==> src/pd_event_defs.svh <==
// Constants for the transmit and receive event flag block
// ==========================================================
// Overview of operation
// [RULE1] Set transmit-failure bit 1 on acknowledge timeout or retry limit exceeded.
// [RULE2] Without auto retry, timer expiry still raises transmit-failure when timer enabled.
// [RULE3] Software disables the acknowledge timer itself when GoodCRC arrives.
// [RULE4] Only in auto retry mode, set acknowledged bit 0 on completed request.
// [RULE5] No acknowledged flag for hard or cable reset sends; ended flag covers them.
// [RULE6] Without auto retry, software relies on the transmission-ended flag.
// [RULE7] Receive flags set only by hardware; software clears each by writing one.
// [RULE8] Receive flag requests interrupt only when its enable bit is set.
// [RULE9] Bit 7 reflects receive FIFO not empty, read only.
// [RULE10] Line-idle flag at bit 6, resets to one, an event latch.
// [RULE11] Enabling line-idle interrupt while idle sets flag now, else at idle.
// [RULE12] Line-idle flagging works only while MAC clocks are enabled.
// [RULE13] Cable reset sets bit 5, hard reset bit 3; bit 4 reads zero.
`ifndef PD_EVENT_DEFS_SVH
`define PD_EVENT_DEFS_SVH

// ==========================================================
// Register word addresses (byte address = index * 4)
`define RX_FLAGS_INDEX 16'h1a82
`define TX_FLAGS_INDEX 16'h1a81
`define RX_ENABLE_INDEX 16'h1a90
`define TX_ENABLE_INDEX 16'h1a91
`define CONTROL_INDEX 16'h1a92

// ==========================================================
// Field positions
`define TX_ACKED_BIT 0
`define TX_FAILED_BIT 1
`define TX_ENDED_BIT 3
`define RX_HARD_RST_BIT 3
`define RX_RSVD_BIT 4
`define RX_CABLE_RST_BIT 5
`define RX_IDLE_BIT 6
`define RX_FIFO_BIT 7
`define CTL_AUTO_RETRY_BIT 0
`define CTL_ACK_TIMER_BIT 1
`define CTL_CLOCKS_ON_BIT 2

// ==========================================================
// Reset values and used-bit masks
`define TX_FLAGS_RESET 8'h00
`define RX_FLAGS_RESET 8'h40
`define ENABLE_RESET 8'h00
`define CONTROL_RESET 8'h04
`define TX_FLAGS_MASK 8'h0b
`define RX_FLAGS_MASK 8'h68

`endif

==> src/pd_event_pkg.sv <==
// Types shared by the event flag block
package pd_event_pkg;
  typedef logic [7:0] flag_byte_t;
  typedef enum logic [1:0] {
    access_idle,
    access_ack
  } bus_state_t;
endpackage : pd_event_pkg

==> src/pd_event_if.sv <==
// Interface joining the top to its flag register module
`timescale 1ns/1ps
`default_nettype none
interface pd_flag_if;
  import pd_event_pkg::*;
  flag_byte_t set_pulses;
  flag_byte_t clear_mask;
  flag_byte_t flags;
  modport owner (input set_pulses, input clear_mask, output flags);
  modport user (output set_pulses, output clear_mask, input flags);
endinterface : pd_flag_if
`default_nettype wire

==> src/pd_flag_reg.sv <==
// One byte of sticky write-one-to-clear event flags
`timescale 1ns/1ps
`default_nettype none
`include "pd_event_defs.svh"
module pd_flag_reg #(
  parameter logic [7:0] RESET_VALUE = 8'h00,
  parameter logic [7:0] USED_MASK = 8'hff
) (
  input wire logic i_clock,
  input wire logic i_rst,
  pd_flag_if.owner flag_port
);
  import pd_event_pkg::*;

  // ==========================================================
  // Flags, set wins over a same-cycle clear
  genvar g;
  generate
    for (g = 0; g < 8; g = g + 1) begin : g_flag
      if (USED_MASK[g]) begin : g_used
        logic flag;
        always_ff @(posedge i_clock or posedge i_rst) begin
          if (i_rst) begin
            flag <= RESET_VALUE[g];
          end else if (flag_port.set_pulses[g]) begin
            flag <= 1'b1; // RULE7
          end else if (flag_port.clear_mask[g]) begin
            flag <= 1'b0; // RULE7
          end
        end
        assign flag_port.flags[g] = flag;
      end else begin : g_unused
        assign flag_port.flags[g] = 1'b0;
      end
    end
  endgenerate
endmodule : pd_flag_reg
`default_nettype wire

==> src/pd_mac_txrx_event_flags.sv <==
// Transmit and receive event flags with Wishbone access and interrupt
//
// The Wishbone interface to the registers was left to the implementer.
`timescale 1ns/1ps
`default_nettype none
`include "pd_event_defs.svh"
module pd_mac_txrx_event_flags (
  input wire logic i_clock,
  input wire logic i_rst,
  input wire logic i_wb_cyc,
  input wire logic i_wb_stb,
  input wire logic i_wb_we,
  input wire logic [17:0] i_wb_adr,
  input wire logic [3:0] i_wb_sel,
  input wire logic [31:0] i_wb_dat,
  output logic [31:0] o_wb_dat,
  output logic o_wb_ack,
  input wire logic i_tx_request_done,
  input wire logic i_tx_ack_timeout,
  input wire logic i_tx_retry_exhausted,
  input wire logic i_tx_no_goodcrc,
  input wire logic i_tx_ended,
  input wire logic i_rx_fifo_not_empty,
  input wire logic i_line_idle,
  input wire logic i_rx_hard_reset,
  input wire logic i_rx_cable_reset,
  output logic o_auto_retry,
  output logic o_ack_timer_enable,
  output logic o_irq
);
  import pd_event_pkg::*;

  pd_flag_if tx_if ();
  pd_flag_if rx_if ();

  flag_byte_t tx_enable;
  flag_byte_t rx_enable;
  flag_byte_t control;
  logic fifo_seen;
  logic idle_prev_enable;
  bus_state_t bus_state;

  // ==========================================================
  // Bus decode
  logic [15:0] word_index;
  logic access;
  logic write_low;
  assign word_index = i_wb_adr[17:2];
  assign access = i_wb_cyc && i_wb_stb && (bus_state == access_idle);
  assign write_low = access && i_wb_we && i_wb_sel[0];

  logic clocks_on;
  logic auto_retry;
  logic ack_timer;
  assign clocks_on = control[`CTL_CLOCKS_ON_BIT];
  assign auto_retry = control[`CTL_AUTO_RETRY_BIT];
  assign ack_timer = control[`CTL_ACK_TIMER_BIT];

  // ==========================================================
  // Event set terms
  logic tx_fail_event;
  logic tx_ack_event;
  logic idle_enable_rise;
  logic idle_event;
  assign tx_fail_event = (auto_retry && (i_tx_ack_timeout || i_tx_retry_exhausted)) || // RULE1
    (!auto_retry && ack_timer && i_tx_ack_timeout); // RULE2
  // Software must stop the timer after GoodCRC itself when retry is off
  assign tx_ack_event = auto_retry && i_tx_request_done && !i_tx_no_goodcrc; // RULE4 RULE5
  assign idle_enable_rise = rx_enable[`RX_IDLE_BIT] && !idle_prev_enable;
  // Enabling while idle flags at once; otherwise the falling busy edge does
  assign idle_event = clocks_on && i_line_idle && (idle_enable_rise || !fifo_seen); // RULE10 RULE11 RULE12

  always_comb begin
    tx_if.set_pulses = 8'h00;
    tx_if.set_pulses[`TX_FAILED_BIT] = tx_fail_event;
    tx_if.set_pulses[`TX_ACKED_BIT] = tx_ack_event;
    tx_if.set_pulses[`TX_ENDED_BIT] = i_tx_ended;
    tx_if.clear_mask = (write_low && word_index == `TX_FLAGS_INDEX) ? i_wb_dat[7:0] : 8'h00;
  end

  always_comb begin
    rx_if.set_pulses = 8'h00;
    rx_if.set_pulses[`RX_IDLE_BIT] = idle_event;
    rx_if.set_pulses[`RX_CABLE_RST_BIT] = i_rx_cable_reset; // RULE13
    rx_if.set_pulses[`RX_HARD_RST_BIT] = i_rx_hard_reset; // RULE13
    rx_if.clear_mask = (write_low && word_index == `RX_FLAGS_INDEX) ? i_wb_dat[7:0] : 8'h00; // RULE7
  end

  pd_flag_reg #(
    .RESET_VALUE(`TX_FLAGS_RESET),
    .USED_MASK(`TX_FLAGS_MASK)
  ) u_tx_flags (
    .i_clock(i_clock),
    .i_rst(i_rst),
    .flag_port(tx_if.owner)
  );

  pd_flag_reg #(
    .RESET_VALUE(`RX_FLAGS_RESET),
    .USED_MASK(`RX_FLAGS_MASK)
  ) u_rx_flags (
    .i_clock(i_clock),
    .i_rst(i_rst),
    .flag_port(rx_if.owner)
  );

  // ==========================================================
  // Line activity history: idle after busy is an event, not a level
  always_ff @(posedge i_clock or posedge i_rst) begin
    if (i_rst) begin
      fifo_seen <= 1'b1;
      idle_prev_enable <= 1'b0;
    end else begin
      if (clocks_on) begin
        fifo_seen <= i_line_idle; // RULE12
      end
      idle_prev_enable <= rx_enable[`RX_IDLE_BIT];
    end
  end

  // ==========================================================
  // Software writable registers
  always_ff @(posedge i_clock or posedge i_rst) begin
    if (i_rst) begin
      tx_enable <= `ENABLE_RESET;
      rx_enable <= `ENABLE_RESET;
      control <= `CONTROL_RESET;
    end else if (write_low) begin
      if (word_index == `TX_ENABLE_INDEX) begin
        tx_enable <= i_wb_dat[7:0];
      end
      if (word_index == `RX_ENABLE_INDEX) begin
        rx_enable <= i_wb_dat[7:0];
      end
      if (word_index == `CONTROL_INDEX) begin
        control <= i_wb_dat[7:0];
      end
    end
  end

  // ==========================================================
  // Readback view of receive flags with live FIFO bit
  flag_byte_t rx_view;
  always_comb begin
    rx_view = rx_if.flags;
    rx_view[`RX_FIFO_BIT] = i_rx_fifo_not_empty; // RULE9
    rx_view[`RX_RSVD_BIT] = 1'b0; // RULE13
  end

  flag_byte_t read_byte;
  always_comb begin
    unique case (word_index)
      `TX_FLAGS_INDEX: read_byte = tx_if.flags;
      `RX_FLAGS_INDEX: read_byte = rx_view;
      `TX_ENABLE_INDEX: read_byte = tx_enable;
      `RX_ENABLE_INDEX: read_byte = rx_enable;
      `CONTROL_INDEX: read_byte = control;
      default: read_byte = 8'h00;
    endcase
  end

  // ==========================================================
  // Wishbone answer: one wait cycle, ack for one cycle
  always_ff @(posedge i_clock or posedge i_rst) begin
    if (i_rst) begin
      bus_state <= access_idle;
      o_wb_ack <= 1'b0;
      o_wb_dat <= 32'h0000_0000;
    end else begin
      unique case (bus_state)
        access_idle: begin
          if (access) begin
            bus_state <= access_ack;
            o_wb_ack <= 1'b1;
            o_wb_dat <= {24'h00_0000, read_byte};
          end
        end
        access_ack: begin
          bus_state <= access_idle;
          o_wb_ack <= 1'b0;
        end
        default: begin
          bus_state <= access_idle;
          o_wb_ack <= 1'b0;
        end
      endcase
    end
  end

  // ==========================================================
  // Interrupt and control outputs
  always_ff @(posedge i_clock or posedge i_rst) begin
    if (i_rst) begin
      o_irq <= 1'b0;
      o_auto_retry <= 1'b0;
      o_ack_timer_enable <= 1'b0;
    end else begin
      o_irq <= |(rx_view & rx_enable) || |(tx_if.flags & tx_enable); // RULE8
      o_auto_retry <= auto_retry;
      o_ack_timer_enable <= ack_timer;
    end
  end
endmodule : pd_mac_txrx_event_flags
`default_nettype wire

==> config.mk <==
export PLATFORM = sky130hd
export DESIGN_NAME = pd_mac_txrx_event_flags
export DESIGN_NICKNAME = d
export VERILOG_FILES = /design/src/pd_event_pkg.sv /design/src/pd_event_if.sv /design/src/pd_flag_reg.sv /design/src/pd_mac_txrx_event_flags.sv
export VERILOG_INCLUDE_DIRS = /design/src
export SDC_FILE = /design/constraint.sdc
export NUM_CORES = 1
export LEC_CHECK = 0
export BUFFER_PORTS_ARGS = -buffer_cell sky130_fd_sc_hd__buf_2
export CAP_MARGIN = 20
export CORE_ASPECT_RATIO = 1.25
export CORE_MARGIN = 2
export CORE_UTILIZATION = 50
export DETAILED_ROUTE_END_ITERATION = 8
export GPL_TIMING_DRIVEN = 0
export PLACE_DENSITY_LB_ADDON = 0.08
export SYNTH_ARGS = -nofsm -noshare
export SYNTH_HDL_FRONTEND = slang
export SYNTH_SLANG_ARGS = --single-unit
==> constraint.sdc <==
create_clock -name i_clock -period 3.59 [get_ports i_clock]
set_input_delay 0.718 -clock i_clock [delete_from_list [all_inputs] [get_ports i_clock]]
set_output_delay 0.718 -clock i_clock [all_outputs]
set_load 0.01 [all_outputs]
==> flow_summary.yaml, run 1 <==
outcome:
  status: "complete, no violations"
sta:
  tightest_slew_ps: 962
  skew_ps: 12.4
  period_needed_ps: 2590
  rsz0062_at_grt: "no"
  period_share: 0.723
  setup_ws_ps: 995
  maxSlewHeadroom: 0.357
  finalHoldViolations: 0
  holdWs_ps: 367
  finalSetupViolations: 0
  slew_viol_final: 0
  finalSetupTns_ps: 0
  max_freq_mhz: 385
global_route:
  grt_max_degree: 32
  grt_pass1_vias: 1608
  antenna_found_initial: 0
  gr-usage-all-layers: 0.205
  overflow: 0
  grt_pass1_wl_um: 7860
clock_tree:
  cts_hold_buf: 0
  cts_buffer_depth: 2
  cts_tree: "yes"
  cts_root_buffer: "clkbuf_8"
  clk_pin_slew_ps: 90
  cts.repair.resized: 0
  h-tree-depth: 2
  insertion_delay_ps: 300
  cts_setup_buffers: 0
  clock_sinks: 44
  numCtsBuffers: 5
logic_synthesis:
  syn_area_sq_um: 2240
  muxShareOfSynthArea: 0.157
  synth_xor_area_frac: 0
  yosysWarnings: 0
  yosys.area_share.adder: 0
  ys_seq_elements: 44
  synth_top_family_by_area: "multiplexers"
  synth_cell_types: 42
  avgSynthCellArea_sq_um: 12.1
  yosys.area_share.simple: 0.135
  synth_compound_area_frac: 0.111
  ys_seq_area_frac: 0.494
  synthArstFlopShare: 1.00
  syn_inst: 185
  synthFlopType: "dfrtp_1"
  synth_edf_count: 0
place:
  place_congestion: 0.774
  post-dp-hpwl_um: 3470
  portBuffers: 50
  place_ws_ps: 704
detailed_routing:
  first_iter_violations: 66
  vias: 1649
  drt-pass1-iter-count: 4
  drc_errors: 0
  via_per_inst: 5.07
  drt-wirelength-per-cell_um: 14.8
  ant_nets: 0
  wirelength_um: 4800
pwr:
  pwr-share-comb: 0.097
  p_int_mw: 0.696
  ir_worst_vdd_v: 0.000218
  cellPowerDensity_nw_per_um2: 331
  power.leakage_nw: 1.40
  p_clk_frac: 0.356
  switching_share: 0.238
  p_sw_mw: 0.217
  power_frac_seq: 0.546
cells_and_area:
  synthToLayoutAreaGrowth_pct: 23.4
  nets: 334
  layout-drive-gt1-share: 0.453
  diodes: 0
  fill_cells: 378
floorplan:
  start_util: 0.514
  row_count: 27
  fp.dieH_um: 78.8
  coreArea_sq_um: 4360
  dieArea_sq_um: 5030
  io_pins: 104
  die_x_um: 63.8
setup_path:
  end_kind: "flop"
  required_ps: 3770
  setup.worst_path.class: "in2reg"
  start_kind: "primary input"
  cp_data_arrival_time_ps: 2770
  reg2regPathDepth: 7
  crit_fanout: 8
min_path:
  hold_class: "in2async"
flow_run:
  max-cap-violations: 0
[kinds of logic (layout without fill, tap and decap cells)]
| kind of cell | after synthesis | count (layout) |
|---|---|---|
| flip-flops | 44 | 44 |
| other | 1 | 24 |
| multiplexers | 26 | 26 |
| buffers and inverters | 32 | 91 |
| AND/OR/NAND/NOR | 49 | 49 |
| AO/OA/AOI/OAI | 33 | 33 |
[through the flow]
| step | power (mW) | area [sq um] | std cells | util |
|---|---|---|---|---|
| after floorplan | 0.559 | 2320 | 208 | - |
| after global placement | 0.593 | 2650 | 316 | 0.608 |
| after global routing | 0.947 | 2760 | 325 | 0.634 |
| final | 0.913 | 2760 | 325 | 0.634 |
| after detailed placement | 0.597 | 2670 | 317 | 0.612 |
| after CTS | 0.918 | 2760 | 325 | 0.634 |
[per-layer routing]
| layer | GRT usage | routed length [um] |
|---|---|---|
| met2 | 0.330 | 2300 |
| met1 | 0.265 | 2060 |
| met4 | 0.0913 | 110 |
| met5 | 0 | 0 |
| met3 | 0.0425 | 324 |
[registers in the layout, indices dropped and copies added (netlist names)]
register and flops:
tx_enable 8, o_wb_dat 8, o_irq 1, idle_prev_enable 1, bus_state 1, o_auto_retry 1
u_rx_flags.g_flag.g_used.flag 3, o_ack_timer_enable 1, rx_enable 8, fifo_seen 1, u_tx_flags.g_flag.g_used.flag 3, control 8
[cells in the mapped netlist (all sizes together), types with 3 or more instances]
cell type / instances / area (sq um)
a22o: 5 / 43.8
buf: 27 / 208
nor2: 5 / 18.8
mux2: 25 / 342
nor4: 5 / 43.8
nand2: 17 / 66.3
inv: 3 / 11.3
nor3: 4 / 20.0
a22oi: 3 / 22.5
or4: 3 / 26.3
a222oi: 3 / 30.0
or4b: 3 / 30.0
a221oi: 5 / 43.8
dfrtp: 41 / 1030
a21o: 3 / 22.5
dfstp: 3 / 78.8
o21ai: 8 / 40.0
[cells in the final DEF, fill, tap and decap left out, types with 2 or more instances in the layout]
| cell type | count |
|---|---|
| a221oi_1 | 5 |
| nor3_1 | 4 |
| nand2b_1 | 2 |
| inv_1 | 2 |
| conb_1 | 24 |
| a22oi_1 | 3 |
| nor2_1 | 5 |
| buf_4 | 24 |
| o21ai_0 | 6 |
| o2bb2ai_1 | 2 |
| clkbuf_1 | 3 |
| nand2_1 | 16 |
| o21ai_1 | 2 |
| clkbuf_8 | 6 |
| buf_6 | 2 |
| nor4_1 | 3 |
| dfrtp_1 | 41 |
| a222oi_1 | 3 |
| nand3_1 | 2 |
| nand4bb_1 | 2 |
| mux2_2 | 9 |
| or4_1 | 2 |
| buf_2 | 51 |
| nor4_2 | 2 |
| mux2_4 | 16 |
| a22o_1 | 5 |
| dfstp_2 | 3 |
| a21o_1 | 3 |
| or4b_1 | 2 |
[worst max-delay path: stages]
cell and delay [ps]:
buf_2 90, or4b_1 500, buf_2 180, or3_1 420
nor3_1 260, nand2b_1 120, buf_6 180, mux2_4 300
[power groups by stage]
stage | sequential [mW] | combinational [mW] | clock [mW]
floorplan | 0.510 | 0.0499 | 0
global placement | 0.509 | 0.0848 | 0
detailed placement | 0.508 | 0.0887 | 0
CTS | 0.499 | 0.0888 | 0.330
global route | 0.499 | 0.0996 | 0.348
finish | 0.499 | 0.0890 | 0.325
[path summary, 6_finish.rpt]
kind | to | from | slack, ps
min reg2reg | o_ack_timer_enable | control[1] | 440
min in group i_clock | o_ack_timer_enable | control[1] | 440
max in group asynchronous | control[2] | i_rst | 2680
min | o_irq | i_rst | 370
max | rx_enable[0] | i_wb_adr[15] | 1000
max reg2reg | tx_enable[5] | bus_state[0] | 1500
[cell type report]
cell class                 count  area, sq um  area share
sequential                    44         1100       0.400
multi-input combinational    132          993       0.360
timing repair buffer          51          270      0.0979
buffer                        29          215      0.0779
clock buffer                   7         86.3      0.0313
tap                           58         72.6      0.0263
inverter                       3         11.3     0.00408
clock inverter                 1         7.51     0.00272
Power figures use the tool's default switching activity.
==> inputs of run 2 (changes only) <==
- CORE_UTILIZATION: 50 -> 42
- clock period: 3.59 -> 2.1 ns (I/O delays scaled with it)
==> run 2 against run 1 <==
Via count is 2.8% higher. Clock skew is 1.7 ps lower. Count of clock-buffer cells in the layout is 1 lower. Highest routed layer unchanged. Global-route usage is 2.1 points lower. First-iteration DRC count is 18% higher. Critical path depth is 2 lower. Die area is 18% higher. Register-to-register slack worse by 1400 ps. Combinational power is 83% higher.
==> flow_summary.yaml, run 2 (synthesized netlist as in run 1, its figures left out) <==
cells_and_area:
  synthToLayoutAreaGrowth_pct: 30.0
  mostFrequentLayoutCells: "buf_2, dfrtp_1, buf_4"
  layout-drive-gt1-share: 0.496
  stdcell_count: 334
  diodes: 0
  final_common_cell: "buf_2"
  nets: 339
sta:
  tightest_slew_ps: 553
  slew_viol_final: 0
  finalSetupTns_ps: 0
  period_share: 0.980
  max_freq_mhz: 486
  maxSlewHeadroom: 0.628
  rsz0062_at_grt: "no"
  skew_ps: 10.6
  finalHoldViolations: 0
  finalSetupViolations: 0
  period_needed_ps: 2060
setup_path:
  required_ps: 2270
  slowest_delay_ps: 550
  cp_data_arrival_time_ps: 2230
  start_kind: "primary input"
  crit_chain: "buf_2, or4b_4, or2_4, or4_4, buf_8, mux2_4"
  critPathBufInv: 2
  cp.depth: 6
  crit_slowest_cell: "or4b_4"
  crit_fanout: 8
  end_kind: "flop"
  crit_family: "simple AND/OR/NAND/NOR gates"
  setup.worst_path.class: "in2reg"
  regToRegSetupSlack_ps: 90
  reg2regPathDepth: 7
pwr:
  ir_worst_vdd_v: 0.000435
  p_total_mw: 1.64
  pwr-share-comb: 0.099
  cellPowerDensity_nw_per_um2: 565
  p_int_mw: 1.28
  power.leakage_nw: 1.52
  power_frac_seq: 0.519
  switching_share: 0.222
  p_sw_mw: 0.364
  p_clk_frac: 0.382
floorplan:
  fp.dieH_um: 85.6
  start_util: 0.438
  row_count: 29
  coreArea_sq_um: 5120
  dieArea_sq_um: 5930
  die_x_um: 69.3
  io_pins: 104
detailed_routing:
  ant_nets: 0
  first_iter_violations: 78
  via_per_inst: 5.07
  vias: 1695
  drt-pass1-iter-count: 4
  wirelength_um: 5050
  drc_errors: 0
  drt-wirelength-per-cell_um: 15.1
global_route:
  grt_max_degree: 27
  grt_pass1_wl_um: 8510
  antenna_found_initial: 0
  gr-usage-all-layers: 0.183
  overflow: 0
  grt_pass1_vias: 1661
clock_tree:
  cts_buffer_depth: 2
  h-tree-depth: 2
  cts_hold_buf: 0
  insertion_delay_ps: 290
  clock_sinks: 44
  cts_root_buffer: "clkbuf_8"
  numCtsBuffers: 5
  cts_tree: "yes"
  clk_pin_slew_ps: 80
min_path:
  hold_class: "in2async"
place:
  place_congestion: 0.812
  place_inst: 321
  post-dp-hpwl_um: 3660
  portBuffers: 50
flow_run:
  max-cap-violations: 0
outcome:
  status: "complete, no violations"
-- run 2: worst register-to-register path, delay by kind of cell (launching register included) --
kind                   cells  cell delay (ps)
muxes                      1              300
and+or+nand+nor            3              790
buffers and inverters      3              430
DFF                        1              380
-- run 2: layout make-up --
class                      count  area [sq um]
buffer                        28           223
sequential                    44          1100
fill                         454          2210
tap                           62          77.6
clock inverter                 2          35.0
inverter                       3          11.3
multi-input combinational    132          1070
timing repair buffer          57           315
clock buffer                   6          72.6
-- run 2: timing repair --
item / in CTS / in global routing
gates resized for setup: 10 / 6
buffers inserted: 2 / 4
pin swaps: 3 / 4
cloned: 0 / 0
endpoints found under the setup margin: 32 / 24
-- run 2: per-layer routing --
metal	routed length, um	up-vias	global-route usage
met5	0	-	0
met4	55	0	0.0481
met3	293	5	0.0423
met2	2470	55	0.297
met1	2230	822	0.250
li1	-	813	-
-- run 2: final timing paths --
kind                                                     to             from
setup / recovery                               tx_enable[0]     i_wb_adr[15]
min in group i_clock       u_tx_flags.g_flag[0].g_used.flag  i_tx_no_goodcrc
max in group asynchronous                      tx_enable[0]            i_rst
hold reg to reg                          o_ack_timer_enable       control[1]
setup reg to reg                               tx_enable[0]     bus_state[0]
hold / removal                                  o_wb_dat[5]            i_rst
-- run 2: through the flow --
step | setup WS (ps) | hold WS (ps) | util | cell area, sq um
finish | 41.1 | 116 | 0.569 | 2910
global route | 4.98 | 140 | 0.569 | 2910
CTS | 7.71 | 116 | 0.560 | 2870
detailed placement | -572 | 424 | 0.527 | 2700
global placement | -595 | 422 | 0.523 | 2680
floorplan | -194 | 390 | - | 2350
-- run 2: power groups by stage --
stage	clock [mW]	combinational, mW	sequential (mW)
2_1_floorplan	0	0.0869	0.871
4_1_cts	0.647	0.160	0.853
5_1_grt	0.688	0.182	0.853
3_5_place_dp	0	0.155	0.870
3_3_place_gp	0	0.150	0.869
6_report	0.628	0.163	0.853
